[src/common/osc_regs.svh]
`ifndef OSC_REGS_SVH
`define OSC_REGS_SVH

// ****************************************************************
// register offsets
// ****************************************************************
`define OSC_REF_LOW_ADDR 8'h12
`define OSC_CTRL_ADDR 8'h87
`define OSC_LOOP_ADDR 8'h89

// ****************************************************************
// field positions
// ****************************************************************
`define OSC_CTRL_RST_BIT 7
`define OSC_CTRL_NEWF_BIT 6
`define OSC_CTRL_HOLDM_BIT 5
`define OSC_CTRL_HOLDVC_BIT 4
`define OSC_CTRL_RECALL_BIT 0
`define OSC_LOOP_HOLD_BIT 4

// ****************************************************************
// reset values
// ****************************************************************
`define OSC_REF_LOW_RESET 8'h00
`define OSC_CTRL_RESET 8'h00
`define OSC_LOOP_RESET 8'h00

// ****************************************************************
// timing
// ****************************************************************
`define OSC_MCLK_KHZ 40000
`define OSC_SOFT_RST_NS 1000
`define OSC_RECALL_NS 2000
`define OSC_SOFT_RST_CYC ((`OSC_SOFT_RST_NS * `OSC_MCLK_KHZ + 999999) / 1000000)
`define OSC_RECALL_CYC ((`OSC_RECALL_NS * `OSC_MCLK_KHZ + 999999) / 1000000)
`define OSC_TMR_W 8

`endif

[src/common/osc_pkg.sv]
`include "osc_regs.svh"

package osc_pkg;

    typedef enum logic [3:0] {
        I2C_IDLE,
        I2C_ADDR,
        I2C_ACK_A,
        I2C_REG,
        I2C_ACK_R,
        I2C_WDATA,
        I2C_ACK_W,
        I2C_RDATA,
        I2C_MACK
    } i2c_state_t;

    typedef struct packed {
        i2c_state_t st;
        logic [7:0] sh;
        logic [7:0] ptr;
        logic [3:0] cnt;
        logic rw;
        logic nack;
        logic sda_oe;
        logic sda_o;
        logic wr_stb;
        logic scl_s1;
        logic scl_s2;
        logic scl_s3;
        logic sda_s1;
        logic sda_s2;
        logic sda_s3;
    } i2c_st_t;

    typedef struct packed {
        logic [7:0] ref_low;
        logic [7:0] dco_word;
        logic soft_rst;
        logic new_freq;
        logic nf_pulse;
        logic hold_m;
        logic hold_vc;
        logic recall;
        logic hold_loop;
        logic clk_en;
        logic [`OSC_TMR_W-1:0] tmr;
    } bank_st_t;

endpackage

[src/common/reg_access_if.sv]
`timescale 1ns/1ps

interface reg_access_if;
    logic [7:0] addr;
    logic [7:0] wdata;
    logic wr_stb;
    logic [7:0] rdata;
    logic abort;

    modport target (output addr, output wdata, output wr_stb, input rdata, input abort);
    modport bank (input addr, input wdata, input wr_stb, output rdata, output abort);
endinterface

[src/core/i2c_target.sv]
`timescale 1ns/1ps

module i2c_target #(
    parameter logic [6:0] DEV_ADDR = 7'h55  // arbitrary value
) (
    // clock and reset
    input wire logic mclk,
    input wire logic rst_n,
    // serial pins
    input wire logic scl_i,
    input wire logic sda_i,
    output logic sda_o,
    output logic sda_oe,
    // register side
    reg_access_if.target bus
);
    import osc_pkg::*;

    i2c_st_t q;
    i2c_st_t d;
    logic rise;
    logic fall;
    logic start;
    logic stop;

    assign sda_o = q.sda_o;
    assign sda_oe = q.sda_oe;
    assign bus.addr = q.ptr;
    assign bus.wdata = q.sh;
    assign bus.wr_stb = q.wr_stb;

    always_comb begin
        rise = q.scl_s2 && !q.scl_s3;
        fall = !q.scl_s2 && q.scl_s3;
        start = q.scl_s2 && q.scl_s3 && q.sda_s3 && !q.sda_s2;
        stop = q.scl_s2 && q.scl_s3 && !q.sda_s3 && q.sda_s2;
        d = q;
        d.wr_stb = 1'b0;
        d.sda_o = 1'b0;
        d.scl_s1 = scl_i;
        d.scl_s2 = q.scl_s1;
        d.scl_s3 = q.scl_s2;
        d.sda_s1 = sda_i;
        d.sda_s2 = q.sda_s1;
        d.sda_s3 = q.sda_s2;
        if (bus.abort) begin
            d.st = I2C_IDLE;
            d.sda_oe = 1'b0;
        end else if (start) begin
            d.st = I2C_ADDR;
            d.cnt = 4'h0;
            d.sda_oe = 1'b0;
        end else if (stop) begin
            d.st = I2C_IDLE;
            d.sda_oe = 1'b0;
        end else if (rise) begin
            if (q.st == I2C_ADDR || q.st == I2C_REG || q.st == I2C_WDATA) begin
                d.sh = {q.sh[6:0], q.sda_s2};
                d.cnt = q.cnt + 4'h1;
            end else if (q.st == I2C_MACK) begin
                d.nack = q.sda_s2;
            end
        end else if (fall) begin
            unique case (q.st)
                I2C_IDLE: begin
                    d.sda_oe = 1'b0;
                end
                I2C_ADDR: begin
                    if (q.cnt == 4'h8) begin
                        if (q.sh[7:1] == DEV_ADDR) begin
                            d.sda_oe = 1'b1;
                            d.rw = q.sh[0];
                            d.st = I2C_ACK_A;
                        end else begin
                            d.st = I2C_IDLE;
                        end
                    end
                end
                I2C_ACK_A, I2C_MACK: begin
                    // the byte is fetched at the falling edge, so reads see the latest value
                    if ((q.st == I2C_ACK_A && q.rw) || (q.st == I2C_MACK && !q.nack)) begin
                        d.sh = bus.rdata;
                        d.sda_oe = ~bus.rdata[7];
                        d.cnt = 4'h1;
                        d.ptr = q.ptr + 8'h01;
                        d.st = I2C_RDATA;
                    end else begin
                        d.sda_oe = 1'b0;
                        d.cnt = 4'h0;
                        d.st = (q.st == I2C_ACK_A) ? I2C_REG : I2C_IDLE;
                    end
                end
                I2C_REG, I2C_WDATA: begin
                    if (q.cnt == 4'h8) begin
                        if (q.st == I2C_REG) begin
                            d.ptr = q.sh;
                            d.st = I2C_ACK_R;
                        end else begin
                            d.wr_stb = 1'b1;
                            d.st = I2C_ACK_W;
                        end
                        d.sda_oe = 1'b1;
                    end
                end
                I2C_ACK_R, I2C_ACK_W: begin
                    if (q.st == I2C_ACK_W) begin
                        d.ptr = q.ptr + 8'h01;
                    end
                    d.sda_oe = 1'b0;
                    d.cnt = 4'h0;
                    d.st = I2C_WDATA;
                end
                I2C_RDATA: begin
                    if (q.cnt == 4'h8) begin
                        d.sda_oe = 1'b0;
                        d.st = I2C_MACK;
                    end else begin
                        d.sda_oe = ~q.sh[6];
                        d.sh = {q.sh[6:0], 1'b0};
                        d.cnt = q.cnt + 4'h1;
                    end
                end
            endcase
        end
    end

    always_ff @(posedge mclk) begin
        if (!rst_n) begin
            q <= '{st: I2C_IDLE, scl_s1: 1'b1, scl_s2: 1'b1, scl_s3: 1'b1,
                   sda_s1: 1'b1, sda_s2: 1'b1, sda_s3: 1'b1, default: '0};
        end else begin
            q <= d;
        end
    end
endmodule

[src/core/osc_freq_control_regs.sv]
`timescale 1ns/1ps


module osc_freq_control_regs #(
    parameter logic [6:0] DEV_ADDR = 7'h55,     // arbitrary value
    parameter logic [7:0] NVM_REF_LOW = 8'h00
) (
    // clock and reset
    input wire logic mclk,
    input wire logic rst_n,
    // serial pins
    input wire logic scl_i,
    input wire logic sda_i,
    output logic sda_o,
    output logic sda_oe,
    // synthesis loop side
    input wire logic freq_applied,
    output logic [7:0] ref_freq_word,
    output logic new_freq_strobe,
    output logic hold_vc_converter_word,
    output logic hold_synth_loop,
    output logic clk_out_en
);
    import osc_pkg::*;

    // ****************************************************************
    // timer loads and reset bytes
    // ****************************************************************
    // both timers count down to zero, so the load is one less than the span
    localparam logic [`OSC_TMR_W-1:0] SOFT_LOAD = `OSC_TMR_W'(`OSC_SOFT_RST_CYC - 1);
    localparam logic [`OSC_TMR_W-1:0] RECALL_LOAD = `OSC_TMR_W'(`OSC_RECALL_CYC - 1);
    localparam logic [7:0] REF_RST_VAL = `OSC_REF_LOW_RESET;
    localparam logic [7:0] CTRL_RST_VAL = `OSC_CTRL_RESET;
    localparam logic [7:0] LOOP_RST_VAL = `OSC_LOOP_RESET;

    reg_access_if bus ();

    bank_st_t q;
    bank_st_t d;
    bank_st_t rst_val;
    logic [7:0] rd;
    logic [7:0] ctrl_rd;
    logic [7:0] loop_rd;

    // ****************************************************************
    // serial port
    // ****************************************************************
    i2c_target #(
        .DEV_ADDR(DEV_ADDR)
    ) u_i2c (
        .mclk(mclk),
        .rst_n(rst_n),
        .scl_i(scl_i),
        .sda_i(sda_i),
        .sda_o(sda_o),
        .sda_oe(sda_oe),
        .bus(bus)
    );

    // ****************************************************************
    // bank side of the register bus
    // ****************************************************************
    assign bus.abort = q.soft_rst;
    assign bus.rdata = rd;

    // ****************************************************************
    // outputs, all straight from the bank flops
    // ****************************************************************
    assign ref_freq_word = q.dco_word;
    assign new_freq_strobe = q.nf_pulse;
    assign hold_vc_converter_word = q.hold_vc;
    assign hold_synth_loop = q.hold_loop;
    assign clk_out_en = q.clk_en;

    // ****************************************************************
    // read-back images
    // ****************************************************************
    // bits 3:1 of the control byte and the reserved loop bits always read zero
    always_comb begin
        ctrl_rd = 8'h00;
        ctrl_rd[`OSC_CTRL_RST_BIT] = q.soft_rst;
        ctrl_rd[`OSC_CTRL_NEWF_BIT] = q.new_freq;
        ctrl_rd[`OSC_CTRL_HOLDM_BIT] = q.hold_m;
        ctrl_rd[`OSC_CTRL_HOLDVC_BIT] = q.hold_vc;
        ctrl_rd[`OSC_CTRL_RECALL_BIT] = q.recall;
        loop_rd = 8'h00;
        loop_rd[`OSC_LOOP_HOLD_BIT] = q.hold_loop;
    end

    // ****************************************************************
    // read mux
    // ****************************************************************
    // unmapped offsets read zero so a stray pointer cannot leak state
    always_comb begin
        rd = 8'h00;
        unique case (bus.addr)
            `OSC_REF_LOW_ADDR: rd = q.ref_low;
            `OSC_CTRL_ADDR: rd = ctrl_rd;
            `OSC_LOOP_ADDR: rd = loop_rd;
            default: rd = 8'h00;
        endcase
    end

    // ****************************************************************
    // state left behind by a soft reset
    // ****************************************************************
    // the undefined middle control bits come back as zero; the low reference
    // byte is refilled from the stored default rather than the power-up value,
    // so a soft reset lands where a recall would
    always_comb begin
        rst_val = '0;
        rst_val.ref_low = NVM_REF_LOW;
        rst_val.dco_word = NVM_REF_LOW;
        rst_val.soft_rst = CTRL_RST_VAL[`OSC_CTRL_RST_BIT];
        rst_val.new_freq = CTRL_RST_VAL[`OSC_CTRL_NEWF_BIT];
        rst_val.recall = CTRL_RST_VAL[`OSC_CTRL_RECALL_BIT];
        rst_val.hold_loop = LOOP_RST_VAL[`OSC_LOOP_HOLD_BIT];
        rst_val.clk_en = 1'b1;
    end

    // ****************************************************************
    // register bank and sequencing
    // ****************************************************************
    always_comb begin
        d = q;
        d.nf_pulse = 1'b0;

        if (q.soft_rst) begin
            d.clk_en = 1'b0;
            if (q.tmr == '0) begin
                // everything returns to defaults, including the self-clearing bit
                d = rst_val;
                d.ref_low = NVM_REF_LOW;
                d.dco_word = NVM_REF_LOW;
            end else begin
                d.tmr = q.tmr - `OSC_TMR_W'(1);
            end
        end else begin
            // recall only reloads the low reference byte; the serial engine keeps its pointer and state
            if (q.recall) begin
                if (q.tmr == '0) begin
                    d.ref_low = NVM_REF_LOW;
                    d.recall = 1'b0;
                end else begin
                    d.tmr = q.tmr - `OSC_TMR_W'(1);
                end
            end

            // applied report clears the flag, but a fresh request in the same cycle wins
            if (freq_applied) begin
                d.new_freq = 1'b0;
            end

            // bits 3:1 of the control byte have no storage, so writes to them vanish
            if (bus.wr_stb) begin
                unique case (bus.addr)
                    `OSC_REF_LOW_ADDR: d.ref_low = bus.wdata;
                    `OSC_CTRL_ADDR: begin
                        d.hold_m = bus.wdata[`OSC_CTRL_HOLDM_BIT];
                        d.hold_vc = bus.wdata[`OSC_CTRL_HOLDVC_BIT];
                        if (bus.wdata[`OSC_CTRL_NEWF_BIT]) begin
                            d.new_freq = 1'b1;
                            d.nf_pulse = 1'b1;
                        end
                        if (bus.wdata[`OSC_CTRL_RECALL_BIT] && !q.recall) begin
                            d.recall = 1'b1;
                            d.tmr = RECALL_LOAD;
                        end
                        if (bus.wdata[`OSC_CTRL_RST_BIT]) begin
                            // takes over any recall in flight and every other bit of the
                            // byte, so no strobe escapes while the output is tristated
                            d.hold_m = q.hold_m;
                            d.hold_vc = q.hold_vc;
                            d.new_freq = q.new_freq && !freq_applied;
                            d.nf_pulse = 1'b0;
                            d.soft_rst = 1'b1;
                            d.recall = 1'b0;
                            d.clk_en = 1'b0;
                            d.tmr = SOFT_LOAD;
                        end
                    end
                    `OSC_LOOP_ADDR: d.hold_loop = bus.wdata[`OSC_LOOP_HOLD_BIT];
                    default: d.hold_loop = q.hold_loop;
                endcase
            end

            // frozen word avoids interim steps while bytes are rewritten one at a time
            if (!q.hold_m) begin
                d.dco_word = q.ref_low;
            end
        end
    end

    // ****************************************************************
    // state register
    // ****************************************************************
    always_ff @(posedge mclk) begin
        if (!rst_n) begin
            // synchronous reset; a soft reset takes its own path through the sequencer
            q <= '{ref_low: REF_RST_VAL, dco_word: REF_RST_VAL,
                   clk_en: 1'b1, default: '0};
        end else begin
            q <= d;
        end
    end
endmodule

[config.mk]
export PLATFORM = sky130hd
export DESIGN_NAME = osc_freq_control_regs
export DESIGN_NICKNAME = d
export VERILOG_FILES = /design/src/common/osc_pkg.sv /design/src/common/reg_access_if.sv /design/src/core/i2c_target.sv /design/src/core/osc_freq_control_regs.sv
export VERILOG_INCLUDE_DIRS = /design/src /design/src/common
export SDC_FILE = /design/constraint.sdc
export NUM_CORES = 1
export LEC_CHECK = 0
export ABC_AREA = 1
export BUFFER_PORTS_ARGS = -buffer_cell sky130_fd_sc_hd__buf_2
export CAP_MARGIN = 20
export CORE_MARGIN = 4
export CORE_UTILIZATION = 56
export DETAILED_ROUTE_END_ITERATION = 10
export PLACE_DENSITY_LB_ADDON = 0.08
export SLEW_MARGIN = 30
export SYNTH_ARGS = -nofsm -noshare
export SYNTH_HDL_FRONTEND = slang
export SYNTH_SLANG_ARGS = --single-unit
[constraint.sdc]
create_clock -name mclk -period 2.35 [get_ports mclk]
set_input_delay 0.235 -clock mclk [delete_from_list [all_inputs] [get_ports mclk]]
set_output_delay 0.235 -clock mclk [all_outputs]
set_load 0.01 [all_outputs]
==> impl_metrics.toml <==
[clock_tree]
ctsHoldBuffers = 0
ctsResizeCount = 0
htree_levels = 3
cts_root_buf = "clkbuf_8"
postCtsSetupRepairBufs = 0
cts_buffer_depth = 2
clk_latency_ps = 350
clkTransAtPathRegs_ps = 80
clkSinkCount = 66
cts_tree = "done"
numCtsBuffers = 9

[setup_path]
cp_top_family = "adder cells"
cp_num_buf_inv = 2
critical_path_class = "flop to flop"
worstSetupStartpoint = "q[0]$_SDFF_PN0_"
critPathLaunchType = "flop"
r2r_end = "q[0]$_SDFF_PN0_"
r2r.worst_path.cells = 9
cp.required_ps = 2640
cp_slowest_cell = "dfxtp_1"
cp_max_fo = 5
setup.worst_path.end_class = "flop"
crit_path_cell_trace = "inv_1, ha_1, nand3_1, nor2_1, inv_1, ha_1, a21oi_1, a22oi_1, a21oi_1"
path_depth = 9
r2r-start = "q[0]$_SDFF_PN0_"
endpoint = "q[0]$_SDFF_PN0_"
slowest_delay_ps = 300
r2r_setup_slack_ps = 460
arrival_ps = 2170

[sta]
slew_violations = 0
fin_skew_ps = 7.08
slew_headroom = 0.626
setup_viol = 0
period_share = 0.802
tightest_slew_ps = 561
worst_slack_ps = 465
hold_viol = 0
tns_ps = 0
fmax_ghz = 0.530
period_needed_ps = 1890
rsz0062_at_grt = "false"

[floorplanning]
die_h_um = 90.9
core_mm2 = 0.00649
io_pins = 19
die_w_um = 90.9
initial_core_util = 0.593
dieArea_mm2 = 0.00827
rows = 29

[job]
maxCapViolCount = 0

[yosys]
synthArstFlopShare = 0
netlist_area_mm2 = 0.00385
yosysMostFrequentCell = "nand2_1"
avgSynthCellArea_um2 = 6.41
synth-edff-count = 0
syn_nets = 613
yosys.area.top_type = "dfxtp_1"
synthTopCellsByArea = "dfxtp_1 34%, nand2_1 15%, nand3_1 9.2%"
synth.distinct_cells = 38
ys.flop_type = "dfxtp_1"
synth_top_area_frac = 0.343
synth_warnings = 0
yosys_register_bits = 66
yosysSeqAreaShare = 0.343
synth_commonest_cells = "158 x nand2_1, 83 x nor2_1, 71 x nand3_1, 66 x dfxtp_1, 53 x inv_1"
synthCells = 601

[place]
numPortBuffers = 17
place_hpwl_mm = 7.16
routabilityCongestion = 0.929
preCtsSetupSlack_ps = 491

[cells_and_area]
nNetsFinal = 623
seq_area_mm2 = 0.00132
nFillCells = 629
area_growth_pct = 7.67
antennaDiodeCount = 0
drive_gt1_frac = 0.133
multi_input_area_mm2 = 0.00215

[routing]
drtIter0Drc = 341
route.detailed.drc = 0
via_per_inst = 5.58
ant_nets = 0
dr_total_vias = 3867
routed_wl_mm = 9.82
drt_pass1_iterations = 5
wire_per_inst_um = 14.2

[power]
power_density_mw_per_mm2 = 565
vdd_drop_max_uv = 436
leakage_nw = 1.94

[status]
status = "finished, final reports clean"

[global_routing]
grt_max_degree = 28
grt_overflow = 0
grt_pass1_vias = 3554
grt_pass1_wl_mm = 16.5
antenna_found_initial = 0
grt_usage = 0.243

[worst_hold_path]
hold_path_class = "input pin to flop"
==> where the power goes <==
group	switching, mW	internal (mW)
Clock	0.485	0.604
Sequential	0.00935	1.13
Combinational	0.0824	0.0336
Total	0.577	1.76
==> registers in the layout, summed over array words and instances, names as in the netlist, 3 cells and up <==
| name | cells |
|---|---|
| q | 16 |
| u_i2c.q | 12 |
| ref_freq_word | 8 |
| u_i2c.bus.addr | 8 |
| u_i2c.bus.wdata | 8 |
| u_i2c.d | 4 |
| ctrl_rd | 3 |
==> layout by cell type (no fill, tap or decap), types with 3 or more instances in the layout <==
master	instances
nand2_1	158
dfxtp_1	66
nand4_1	8
clkinvlp_4	3
a21oi_1	32
xor2_1	4
ha_1	7
nor3_1	5
inv_1	53
o21ai_0	28
nor2_1	83
or2_2	6
nor2_4	3
nand3_1	71
clkbuf_8	9
o21ai_1	4
buf_4	5
nand2_4	4
inv_2	8
nand2_2	10
nor2_2	9
buf_2	17
==> layer usage <==
layer,up-vias,GRT usage,part of all wire,routed length (um)
met3,18,0.0455,0.066,646
met4,0,0.0817,0.018,176
li1,1949,-,-,-
met2,119,0.387,0.45,4430
met5,-,0,0,0
met1,1781,0.332,0.47,4570
==> per-stage QoR <==
step | instance area, um^2 | std cells | hold WS (ps) | util | power [mW]
after floorplan | 3850 | 601 | 342 | - | 1.25
after global placement | 3920 | 677 | 395 | 0.604 | 1.28
after detailed placement | 3920 | 677 | 397 | 0.604 | 1.28
after CTS | 4150 | 693 | 59.8 | 0.638 | 2.35
after global routing | 4150 | 693 | 71.9 | 0.638 | 2.42
final | 4150 | 693 | 59.9 | 0.638 | 2.34
==> cell families after synthesis <==
group | Yosys count | share of synthesized area
AOI/OAI and AO/OA | 76 | 0.107
xor gates and xnor gates | 4 | 0.00910
adders and majority gates | 7 | 0.0227
buffers and inverters | 85 | 0.0988
DFF | 66 | 0.343
other | 1 | 0.000974
and+or+nand+nor | 362 | 0.418
==> worst min-delay path by stage <==
| stage | start | slack [ps] | cells after the start | endpoint |
|---|---|---|---|---|
| 4_1_cts | scl_i | 60 | 2 | u_i2c.d[4]$_SDFF_PN1_ |
| 3_3_place_gp | u_i2c.d[4]$_SDFF_PN1_ | 390 | 1 | u_i2c.d[3]$_SDFF_PN1_ |
| 6_report | sda_i | 60 | 2 | u_i2c.d[1]$_SDFF_PN1_ |
| 5_1_grt | scl_i | 70 | 2 | u_i2c.d[4]$_SDFF_PN1_ |
| 2_1_floorplan | sda_i | 340 | 1 | u_i2c.d[1]$_SDFF_PN1_ |
| 3_5_place_dp | u_i2c.d[4]$_SDFF_PN1_ | 400 | 1 | u_i2c.d[3]$_SDFF_PN1_ |
==> final cells by class <==
type / instances / area share
Sequential cell: 66 / 0.319
Clock inverter: 7 / 0.0241
Tap cell: 77 / 0.0232
Clock buffer: 9 / 0.0299
Multi-Input combinational cell: 450 / 0.518
Timing Repair Buffer: 22 / 0.0296
Inverter: 62 / 0.0561
Note: power is estimated with default switching activity, not from simulation.
